$ cat src/pmc_pkg.sv
// Shared constants, mode encodings and carrier types for the port pin mode block.
`default_nettype none
package pmc_pkg;
	// Register indices; the byte address on the bus is four times the index.
	localparam logic [7:0] IDX_P2_LOW  = 8'hb1;
	localparam logic [7:0] IDX_P2_HIGH = 8'hb2;
	localparam logic [7:0] IDX_P3_LOW  = 8'hb3;
	localparam logic [7:0] IDX_P3_HIGH = 8'hb4;
	localparam logic [7:0] IDX_MEM_CTL = 8'hb8;
	localparam logic [7:0] IDX_STATUS  = 8'hb9;
	// Reset values of the writable registers.
	localparam logic [7:0] RST_P2_LOW  = 8'h00;
	localparam logic [7:0] RST_P2_HIGH = 8'h00;
	localparam logic [7:0] RST_P3_LOW  = 8'h00;
	localparam logic [7:0] RST_P3_HIGH = 8'h00;
	localparam logic [7:0] RST_MEM_CTL = 8'h00;
	// Memory access control bit that hands the second port to the memory bus.
	localparam int unsigned MEM_CTL_EXT_BIT = 1;
	// Status bit positions.
	localparam int unsigned STAT_EXT_BIT = 0;
	localparam int unsigned STAT_PIN_BIT = 1;
	// Third-port pins that carry the read and write strobes.
	localparam int unsigned P3_RD_PIN = 7;
	localparam int unsigned P3_WR_PIN = 6;
	// Width of one pin mode field.
	localparam int unsigned FIELD_W = 2;
	// Pin output modes.
	typedef enum logic [1:0]
	{
		MODE_QUASI = 2'b00,
		MODE_PUSH  = 2'b01,
		MODE_OPEN  = 2'b10,
		MODE_INPUT = 2'b11
	} pmc_mode_t;
	// Drive of one eight-pin port: level and output enable per pin.
	typedef struct packed
	{
		logic [7:0] level;
		logic [7:0] enable;
	} pmc_drive_t;
endpackage
`default_nettype wire

$ cat src/pmc_port_mode.sv
// Pin mode registers and pin drivers for the second and third ports.
`timescale 1ns/1ns
`default_nettype none
// Contract
// - Two-bit field per pin selects its mode
// - Second port low register: pins 3 to 0
// - Second port high register at B2
// - Third port low register at B3, resets zero
// - Third port high register at B4, resets zero
// - External memory overrides second port fields
module pmc_port_mode #(
	parameter int unsigned ADDR_W = 12
)(
	// Clock and reset.
	input  wire logic              clk_sys,
	input  wire logic              resetn,
	// APB slave.
	input  wire logic [ADDR_W-1:0] paddr,
	input  wire logic              psel,
	input  wire logic              penable,
	input  wire logic              pwrite,
	input  wire logic [31:0]       pwdata,
	input  wire logic [3:0]        pstrb,
	output logic [31:0]            prdata,
	output logic                   pready,
	output logic                   pslverr,
	// External memory enable pin, low selects external memory.
	input  wire logic              extMemEnablePinN,
	// Core port data and memory bus signals.
	input  wire logic [7:0]        port2Data,
	input  wire logic [7:0]        port3Data,
	input  wire logic [7:0]        memAddrHigh,
	input  wire logic              memReadStrobeN,
	input  wire logic              memWriteStrobeN,
	// Pin drives.
	output pmc_pkg::pmc_drive_t    port2Drive,
	output pmc_pkg::pmc_drive_t    port3Drive
);
	// Register file.
	logic [7:0] p2Low_r,   p2Low_nxt;
	logic [7:0] p2High_r,  p2High_nxt;
	logic [7:0] p3Low_r,   p3Low_nxt;
	logic [7:0] p3High_r,  p3High_nxt;
	logic [7:0] memCtl_r,  memCtl_nxt;
	// Bus answer registers.
	logic [31:0] rdData_r, rdData_nxt;
	logic        slvErr_r, slvErr_nxt;
	// Pin state.
	logic [7:0]  p2Prev_r, p3Prev_r;
	pmc_pkg::pmc_drive_t p2Drv_r, p2Drv_nxt;
	pmc_pkg::pmc_drive_t p3Drv_r, p3Drv_nxt;
	// Decoded access signals.
	logic       setup;
	logic       wrAcc;
	logic       extMem;

	// Returns true when the byte address hits the given register index.
	function automatic logic regHit(input logic [ADDR_W-1:0] a, input logic [7:0] i);
		regHit = (a == ADDR_W'({i, 2'b00}));
	endfunction

	// Maps a mode, data bit and rising flag to {level, enable}.
	function automatic logic [1:0] pinDrive(input logic [1:0] mode, input logic d, input logic rise);
		logic [1:0] r;
		r = 2'b00;
		case (pmc_pkg::pmc_mode_t'(mode))
			// Quasi mode sinks low and kicks high for one cycle on a rise.
			pmc_pkg::MODE_QUASI: r = {d, ~d | rise};
			pmc_pkg::MODE_PUSH:  r = {d, 1'b1};
			// Open drain only ever pulls low.
			pmc_pkg::MODE_OPEN:  r = {1'b0, ~d};
			pmc_pkg::MODE_INPUT: r = 2'b00;
			default:             r = 2'b00;
		endcase
		pinDrive = r;
	endfunction

	// Phase decode: setup for the read path, wrAcc for the write path.
	assign setup  = psel & ~penable;
	assign wrAcc  = psel & penable & pwrite & pstrb[0];
	// The port goes to the memory bus on the pin or the control bit.
	assign extMem = ~extMemEnablePinN | memCtl_r[pmc_pkg::MEM_CTL_EXT_BIT];

	// Register writes; only byte lane zero carries data.
	always_comb
	begin
		p2Low_nxt  = p2Low_r;
		p2High_nxt = p2High_r;
		p3Low_nxt  = p3Low_r;
		p3High_nxt = p3High_r;
		memCtl_nxt = memCtl_r;
		if (wrAcc)
		begin
			if (regHit(paddr, pmc_pkg::IDX_P2_LOW))
				p2Low_nxt = pwdata[7:0];
			if (regHit(paddr, pmc_pkg::IDX_P2_HIGH))
				p2High_nxt = pwdata[7:0];
			if (regHit(paddr, pmc_pkg::IDX_P3_LOW))
				p3Low_nxt = pwdata[7:0];
			if (regHit(paddr, pmc_pkg::IDX_P3_HIGH))
				p3High_nxt = pwdata[7:0];
			if (regHit(paddr, pmc_pkg::IDX_MEM_CTL))
				memCtl_nxt = pwdata[7:0];
		end
	end

	// Register state.
	always_ff @(posedge clk_sys or negedge resetn)
	begin
		if (!resetn)
		begin
			p2Low_r  <= pmc_pkg::RST_P2_LOW;
			p2High_r <= pmc_pkg::RST_P2_HIGH;
			p3Low_r  <= pmc_pkg::RST_P3_LOW;
			p3High_r <= pmc_pkg::RST_P3_HIGH;
			memCtl_r <= pmc_pkg::RST_MEM_CTL;
		end
		else
		begin
			p2Low_r  <= p2Low_nxt;
			p2High_r <= p2High_nxt;
			p3Low_r  <= p3Low_nxt;
			p3High_r <= p3High_nxt;
			memCtl_r <= memCtl_nxt;
		end
	end

	// Read data and error are captured in the setup cycle.
	always_comb
	begin
		rdData_nxt = rdData_r;
		slvErr_nxt = 1'b0;
		if (setup)
		begin
			rdData_nxt = 32'h0000_0000;
			if (regHit(paddr, pmc_pkg::IDX_P2_LOW))
				rdData_nxt[7:0] = p2Low_r;
			else if (regHit(paddr, pmc_pkg::IDX_P2_HIGH))
				rdData_nxt[7:0] = p2High_r;
			else if (regHit(paddr, pmc_pkg::IDX_P3_LOW))
				rdData_nxt[7:0] = p3Low_r;
			else if (regHit(paddr, pmc_pkg::IDX_P3_HIGH))
				rdData_nxt[7:0] = p3High_r;
			else if (regHit(paddr, pmc_pkg::IDX_MEM_CTL))
				rdData_nxt[7:0] = memCtl_r;
			else if (regHit(paddr, pmc_pkg::IDX_STATUS))
			begin
				// Status is read-only; a write to it is refused.
				rdData_nxt[pmc_pkg::STAT_EXT_BIT] = extMem;
				rdData_nxt[pmc_pkg::STAT_PIN_BIT] = extMemEnablePinN;
				slvErr_nxt = pwrite;
			end
			else
				slvErr_nxt = 1'b1;
		end
	end

	// Bus answer registers.
	always_ff @(posedge clk_sys or negedge resetn)
	begin
		if (!resetn)
		begin
			rdData_r <= 32'h0000_0000;
			slvErr_r <= 1'b0;
		end
		else
		begin
			rdData_r <= rdData_nxt;
			slvErr_r <= slvErr_nxt;
		end
	end

	// Access phase always completes at once.
	assign pready  = 1'b1;
	assign prdata  = rdData_r;
	assign pslverr = slvErr_r & psel & penable;

	// Per-pin drive from the mode fields and the memory overrides.
	always_comb
	begin
		logic [15:0] p2Modes;
		logic [15:0] p3Modes;
		logic [1:0]  d;
		p2Modes = {p2High_r, p2Low_r};
		p3Modes = {p3High_r, p3Low_r};
		p2Drv_nxt = '0;
		p3Drv_nxt = '0;
		d = 2'b00;
		for (int i = 0; i < 8; i++)
		begin
			d = pinDrive(p2Modes[i*pmc_pkg::FIELD_W +: 2], port2Data[i],
				port2Data[i] & ~p2Prev_r[i]);
			p2Drv_nxt.level[i]  = d[1];
			p2Drv_nxt.enable[i] = d[0];
			d = pinDrive(p3Modes[i*pmc_pkg::FIELD_W +: 2], port3Data[i],
				port3Data[i] & ~p3Prev_r[i]);
			p3Drv_nxt.level[i]  = d[1];
			p3Drv_nxt.enable[i] = d[0];
		end
		if (extMem)
		begin
			// The high address byte takes the whole second port.
			p2Drv_nxt.level  = memAddrHigh;
			p2Drv_nxt.enable = 8'hff;
			// Strobes drive the two top pins of the third port.
			p3Drv_nxt.level[pmc_pkg::P3_RD_PIN]  = memReadStrobeN;
			p3Drv_nxt.enable[pmc_pkg::P3_RD_PIN] = 1'b1;
			p3Drv_nxt.level[pmc_pkg::P3_WR_PIN]  = memWriteStrobeN;
			p3Drv_nxt.enable[pmc_pkg::P3_WR_PIN] = 1'b1;
		end
	end

	// Pin drive registers; all pins float during reset.
	always_ff @(posedge clk_sys or negedge resetn)
	begin
		if (!resetn)
		begin
			p2Drv_r  <= '0;
			p3Drv_r  <= '0;
			p2Prev_r <= 8'h00;
			p3Prev_r <= 8'h00;
		end
		else
		begin
			p2Drv_r  <= p2Drv_nxt;
			p3Drv_r  <= p3Drv_nxt;
			p2Prev_r <= port2Data;
			p3Prev_r <= port3Data;
		end
	end

	assign port2Drive = p2Drv_r;
	assign port3Drive = p3Drv_r;
endmodule
`default_nettype wire

$ cat config.mk
export PLATFORM = sky130hd
export DESIGN_NAME = pmc_port_mode
export DESIGN_NICKNAME = d
export VERILOG_FILES = /design/src/pmc_pkg.sv /design/src/pmc_port_mode.sv
export SDC_FILE = /design/constraint.sdc
export NUM_CORES = 1
export LEC_CHECK = 0
export BUFFER_PORTS_ARGS = -buffer_cell sky130_fd_sc_hd__buf_4
export CORE_ASPECT_RATIO = 0.7
export CORE_MARGIN = 2
export CORE_UTILIZATION = 52
export DETAILED_ROUTE_END_ITERATION = 10
export HOLD_SLACK_MARGIN = 0.1
export PLACE_DENSITY_LB_ADDON = 0.15
export SLEW_MARGIN = 20
export SYNTH_ARGS = -nofsm -noshare
export SYNTH_HDL_FRONTEND = slang
export SYNTH_SLANG_ARGS = --single-unit
$ cat constraint.sdc
create_clock -name clk_sys -period 2.8 [get_ports clk_sys]
set_input_delay 0.14 -clock clk_sys [delete_from_list [all_inputs] [get_ports clk_sys]]
set_output_delay 0.14 -clock clk_sys [all_outputs]
set_load 0.01 [all_outputs]
Word-level counts from Yosys, hierarchy flattened
Index checks and enable logic that the tools add are counted.
{"block": "word_totals", "ff_bits": 97, "inputBits": 80, "out_inout_bits": 66, "wordCells": 194}
{"block": "op_classes", "n_eq_ne": 54, "muxes": 33, "bitwise": 73, "reduce_logical": 21}
{"op": "$pmux 2 s4", "count": 16}
{"op": "$eq 12x10->1 const B", "count": 6}
{"op": "$eq 2x2->1 const B", "count": 32}
{"op": "$not 1->1", "count": 34}
{"op": "$eq 2x1->1 const B", "count": 16}
{"op": "$logic_not 2->1", "count": 16}
{"op": "$mux 8", "count": 4}
{"op": "$and 1x1->1", "count": 22}
{"op": "$or 1x1->1", "count": 17}
{"op": "$mux 16", "count": 1}
{"op": "$reduce_and 2->1", "count": 5}
{"op": "$mux 2", "count": 4}
{"op": "$mux 1", "count": 7}
{"op": "$mux 6", "count": 1}

Logic depth before layout (Yosys ltp)
Gate-level depths: netlist (run 1).
{"block": "logic_depth", "word_depth": 8, "mapped_depth": 6, "mapped_depth_nobuf": 4}

Worst setup path after synthesis (run 1)
Ideal clock, no wire load.
{"block": "synth_path", "kind": "input to register", "from": "in paddr[8]", "to": "reg p2Low_r[0]", "setup_time_ns": 0.125, "arrival_ns": 1.667, "t_required_ns": 2.675, "slack_ns": 1.007, "path_stages": 4, "path_buffers": 1, "cell_sequence": "or4b_4 or4_1 buf_6 mux2_4"}
{"block": "synth_via", "elab_chain_len": 2}
{"element": "start, declared", "line": "pmc_port_mode.sv:18", "text": "input wire logic [ADDR_W-1:0] paddr,"}
{"element": "$eq 12x10->1", "line": "pmc_port_mode.sv:59", "text": "regHit = (a == ADDR_W'({i, 2'b00}));"}
{"element": "$reduce_and 2->1 (no line)"}
{"element": "end signal, assigned", "line": "pmc_port_mode.sv:112", "text": "p2Low_r <= pmc_pkg::RST_P2_LOW;"}
{"element": "end signal, assigned", "line": "pmc_port_mode.sv:120", "text": "p2Low_r <= p2Low_nxt;"}
{"element": "end, declared", "line": "pmc_port_mode.sv:40", "text": "logic [7:0] p2Low_r, p2Low_nxt;"}
No other way between the ends.
A chain may end at the register's enable or synchronous reset.

Worst setup path after layout (run 1)
{"block": "layout_path", "from": "in paddr[8]", "to": "reg p2Low_r[7]"}
Same word-level chain as after synthesis.

==> impl_metrics.yaml, run 1 <==
clock_network:
  clock_sinks: 97
  cts_tree: "done"
  clk_latency_ps: 340
  path_clk_slew_ps: 60
  tritoncts.num_buffers: 9
  cts_buffer_depth: 2
  cts_resized: 0
  cts-root-buf: "clkbuf_16"
  postCtsSetupRepairBufs: 0
  cts_max_level: 3
synth:
  yosysMostFrequentCell: "dfrtp_1"
  synth_common_cells: "97 x dfrtp_1, 36 x mux2_2, 36 x nand2_1, 26 x nor2b_1, 25 x buf_4"
  synthXorXnorAreaFrac_pct: 0
  synth_edf_count: 0
  async_reset_ff_share_pct: 100
  synth_compound_area_share_pct: 8.94
  synth-main-ff-cell: "dfrtp_1"
  synthAdderAreaFrac_pct: 0
  syn_area_per_cell_um2: 12.1
  yosys.area_share.simple_pct: 15.4
  synth_area_leaders: "dfrtp_1 57%, mux2_2 9.5%, buf_4 4.4%"
  muxShareOfSynthArea_pct: 12.6
  synth.distinct_cells: 39
  ys_seq_area_share_pct: 57.0
  netlist_area_um2: 4260
  yosysTopAreaCellShare_pct: 57.0
  ys_ff_latch: 97
  synth_top_cell_by_area: "dfrtp_1"
  netlist_instances: 352
  synth_top_family_by_area: "simple AND/OR/NAND/NOR gates"
  ys_warn_count: 0
die:
  fp.dieH_um: 79.7
  io_pins: 146
  num_rows: 27
  die_area_um2: 8940
  fp.coreArea_um2: 7910
  start_util_pct: 53.8
  die_w_um: 112
timing:
  tightestPinTransition_ps: 956
  finalHoldViolCount: 0
  fin_crit_sh_pct: 67.4
  rsz0062_at_grt: "false"
  fin_worst_skew_ps: 3.05
  slew_headroom_pct: 36.3
  hold_slack_ps: 167
  setup-tns-final_ps: 0
  setup_slack_ps: 914
  fmax_ghz: 0.530
  finalSetupViolCount: 0
  drv_slew: 0
  fin_crit_ps: 1890
hold_path:
  hp-class: "input port to flop"
  min_from: "paddr[3]"
  min_to: "prdata[5]"
  holdPathStages: 3
placed_design:
  placed_area_um2: 4980
  dp.cells: 539
  gp_congestion: 0.879
  post-dp-hpwl_mm: 6.74
  place_ws_ps: 574
  port_buffers: 93
pwr:
  seqPwrFrac_pct: 49.2
  combPwrFrac_pct: 10.4
  power.internal_mw: 2.29
  p_total_mw: 2.95
  p_leak_nw: 2.72
  p_sw_share_pct: 22.3
  peakVddDrop_mv: 0.425
  power_frac_clock_pct: 40.3
  power.switching_mw: 0.658
  power.density_nw_per_um2: 524
detailed_routing:
  vias: 3156
  wl_per_cell_um: 17.1
  drt_iter0_drc: 257
  finalWirelength_mm: 10.1
  ant_nets: 0
  drt_pass1_iterations: 4
  avgViaCountPerCell: 5.35
  drc: 0
cells_and_area:
  n_antenna_cell: 0
  drive_above_1_share_pct: 33.7
  syn_to_final_growth_pct: 32.2
  instances_no_fill: 590
  post-route-util_pct: 71.2
  fin_area_um2: 5630
  fin_nets: 564
  fillers: 606
worst_setup_path:
  arrival_ps: 2110
  r2r_slack_ps: 1070
  ff2ff_path_depth: 4
  criticalPathCategory: "input port to flop"
  reg2reg_from: "memCtl_r[1]"
  crit_path_start_kind: "input port"
  reg2reg_to: "prdata[0]"
  worstSetupEndpointType: "flop"
  cp_max_fo: 8
  crit_required_ps: 3020
grt:
  antenna_found_initial: 0
  gr-total-overflow: 0
  grt_pass1_wl_mm: 16.1
  grt_use_total_pct: 24.1
  grt_max_degree: 78
  grt_pass1_vias: 3100
run_status:
  status: "finished clean"
run:
  max_cap_violations: 0
-- worst max-delay path, stage by stage --
cell and delay, ps:
buf_4 110, or4b_4 570, or4_1 880, mux2_4 410
-- cell usage in the layout, fill, tap and decap left out, drive strengths merged --
master       synthesis  routed
o21ai               10      10
inv                  1       1
nand2               36      36
a32oi                2       2
o22ai                7       7
nand3                2       2
nor3b                6       6
nand2b               5       5
or4                  2       2
nand3b              15      15
conb                 2      25
a211oi               1       1
dlygate4sd3          0      35
dfrtp               97      97
a22oi                4       4
buf                 29     101
nor4                 1       1
mux2i                1       1
and3                 2       2
or4b                 1       1
nor3                 3       3
clkinvlp             0       1
mux2                44      44
nor2                 6       6
o221ai              12      12
a21oi                9       9
o211ai               2       2
and2                 1       1
a311oi               2       2
nor2b               26      26
clkbuf               9      15
or2                  2       2
a31oi                3       3
a21o                 4       4
nand4                5       5
-- flip-flops by register name, indices dropped and copies added (netlist names) --
name	flops
prdata	8
slvErr_r	1
p2High_r	8
port3Drive	16
p3Prev_r	8
p3Low_r	8
memCtl_r	8
p3High_r	8
p2Prev_r	8
p2Low_r	8
port2Drive	16
-- kinds of logic (layout without fill, tap and decap cells) --
logic type / count (synthesis) / in the layout
and+or+nand+nor: 113 / 113
DFF: 97 / 97
AOI/OAI and AO/OA: 56 / 56
muxes: 45 / 45
buffers and inverters: 39 / 153
other: 2 / 25
-- cell type report --
cell class	instances	area [µm²]	share of cell area, %
well taps	101	126	2.25
repair buffers	136	1110	19.7
inverters	1	3.75	0.0667
flip-flops and latches	97	2430	43.1
clock buffers	15	288	5.11
clock inverters	1	7.51	0.133
multi-input cells	239	1670	29.6
-- worst max path at each step --
stage | startpoint | cells after the start | slack, ps | to
finish | paddr[8] | 4 | 910 | p2Low_r[7]
global route | paddr[5] | 5 | 860 | p2High_r[2]
CTS | paddr[8] | 4 | 910 | p2Low_r[6]
detailed placement | paddr[8] | 4 | 570 | p2Low_r[7]
global placement | paddr[8] | 4 | 580 | p2Low_r[6]
floorplan | paddr[8] | 4 | 1010 | p2Low_r[0]
-- power groups by stage --
| stage | Clock, mW | Combinational (mW) | Sequential (mW) |
|---|---|---|---|
| floorplan | 0 | 0.113 | 1.49 |
| global placement | 0 | 0.266 | 1.48 |
| detailed placement | 0 | 0.269 | 1.48 |
| CTS | 1.21 | 0.309 | 1.45 |
| global route | 1.28 | 0.338 | 1.45 |
| finish | 1.19 | 0.308 | 1.45 |
-- what timing repair did --
item | CTS | global route
hold buffers | 35 | 0
hold endpoints to repair | 162 | 0
setup endpoints to repair | 0 | 0
-- layer usage --
metal | track usage, % | share of wire, %
met1 | 33.5 | 44
met4 | 6.22 | 0.96
met5 | 0 | 0
met2 | 36.3 | 47
met3 | 8.66 | 8.4
Note: power is estimated with default switching activity, not from simulation.
==> run 2, diff against run 1 <==
- CORE_UTILIZATION: 52 -> 50
- clock period: 2.8 -> 1.75 ns (I/O delays scaled with it)
==> impl_metrics.yaml, run 2 (synthesis gave the netlist of run 1 again) <==
pwr:
  power.internal_mw: 3.68
  peakVddDrop_mv: 0.611
  p_sw_share_pct: 23.0
  seqPwrFrac_pct: 48.6
  power_frac_clock_pct: 40.5
  p_total_mw: 4.78
  combPwrFrac_pct: 11.0
  power.density_nw_per_um2: 818
  p_leak_nw: 2.84
  power.switching_mw: 1.10
worst_setup_path:
  slowest_stage: "dlygate4sd3_1"
  arrival_ps: 1920
  crit_path_start_kind: "input port"
  worstSetupEndpointType: "flop"
  r2r_slack_ps: 500
  crit_required_ps: 1970
  crit_chain: "dlygate4sd3_1 > buf_4 > nand3b_2 > or4_1 > buf_6 > mux2_4"
  cp_max_fo: 7
  criticalPathCategory: "input port to flop"
  cpPeakStageDelay_ps: 530
placed_design:
  port_buffers: 93
  gp_congestion: 0.893
  dp.cells: 565
  post-dp-hpwl_mm: 7.31
  placed_area_um2: 5160
run:
  max_cap_violations: 0
die:
  num_rows: 28
  start_util_pct: 50.8
  die_w_um: 114
  io_pins: 146
  fp.coreArea_um2: 8370
  fp.dieH_um: 81.2
  die_area_um2: 9280
hold_path:
  hp-class: "input port to flop"
grt:
  grt_pass1_vias: 3243
  antenna_found_initial: 0
  grt_max_degree: 53
  gr-total-overflow: 0
  grt_use_total_pct: 24.0
  grt_pass1_wl_mm: 16.5
cells_and_area:
  final_cell_mix: "121 x buf_4, 97 x dfrtp_1, 36 x nand2_1, 36 x mux2_2, 36 x dlygate4sd3_1"
  instances_no_fill: 617
  n_antenna_cell: 0
  fin_area_um2: 5840
  mostFrequentLayoutCell: "buf_4"
  syn_to_final_growth_pct: 37.2
  post-route-util_pct: 69.8
  fin_nets: 587
  fillers: 636
  drive_above_1_share_pct: 37.3
clock_network:
  clock_sinks: 97
  cts-root-buf: "clkbuf_16"
  cts_max_level: 3
  cts_tree: "done"
  clk_latency_ps: 340
  cts_buffer_depth: 2
  path_clk_slew_ps: 60
  tritoncts.num_buffers: 9
timing:
  fin_worst_skew_ps: 6.09
  tightestPinTransition_ps: 674
  finalSetupViolCount: 0
  rsz0062_at_grt: "false"
  fin_crit_sh_pct: 97.0
  finalHoldViolCount: 0
  setup-tns-final_ps: 0
  fin_crit_ps: 1700
  fmax_ghz: 0.589
  slew_headroom_pct: 55.1
  drv_slew: 0
detailed_routing:
  drt_pass1_iterations: 4
  wl_per_cell_um: 17.1
  drt_iter0_drc: 218
  finalWirelength_mm: 10.6
  drc: 0
  avgViaCountPerCell: 5.21
  ant_nets: 0
  vias: 3213
run_status:
  status: "finished clean"
[run 2: power by group through the flow]
stage                     combinational [mW]  clock, mW  sequential, mW
after detailed placement               0.457          0            2.36
after global routing                   0.576       2.07            2.32
after global placement                 0.451          0            2.36
final                                  0.524       1.93            2.32
after floorplan                        0.181          0            2.38
after CTS                              0.524       1.96            2.32
[run 2: worst paths after layout]
check                                 end        start  cells past startpoint
setup / recovery               p2Low_r[0]     paddr[3]                      6
hold / removal                  prdata[0]      penable                      3
setup reg to reg            port2Drive[3]  memCtl_r[1]                      3
hold reg to reg            port3Drive[11]   p3Low_r[7]                      1
max in group asynchronous   port2Drive[3]       resetn                      3
min in group asynchronous   port3Drive[1]       resetn                      2
[run 2: worst max-delay path, delay by kind of cell]
family	cells	cell delay, ps
buf+inv	3	870
simple gates	2	660
mux	1	290
[run 2: metrics by stage]
stage / setup slack (ps) / hold WS (ps)
finish: 53.2 / 134
global route: 19.5 / 163
CTS: 49.5 / 133
detailed placement: -208 / 40.1
global placement: -174 / 35.8
floorplan: 9.89 / -208
[run 2: layout make-up]
cell class                 instances  area, µm²  area share, %
timing repair buffer             159       1300           22.3
inverter                           1       3.75         0.0643
tap                              105        131           2.25
clock buffer                      13        280           4.80
sequential                        97       2430           41.6
clock inverter                     3       22.5          0.386
multi-input combinational        239       1680           28.7
[run 2: timing repair]
item,4_1_cts,5_1_grt
setup endpoints to repair,0,5
endpoints found under the hold margin,186,0
resized for setup,0,3
buffers inserted,0,0
hold buffers,36,0
[run 2: layer usage]
metal	wire, µm	up-vias	part of all wire (%)	track usage [%]
li1	-	1517	-	-
met1	4770	1577	45	33.2
met3	793	9	7.5	7.16
met2	4930	110	47	36.8
met5	0	-	0	0
met4	89	0	0.84	7.44
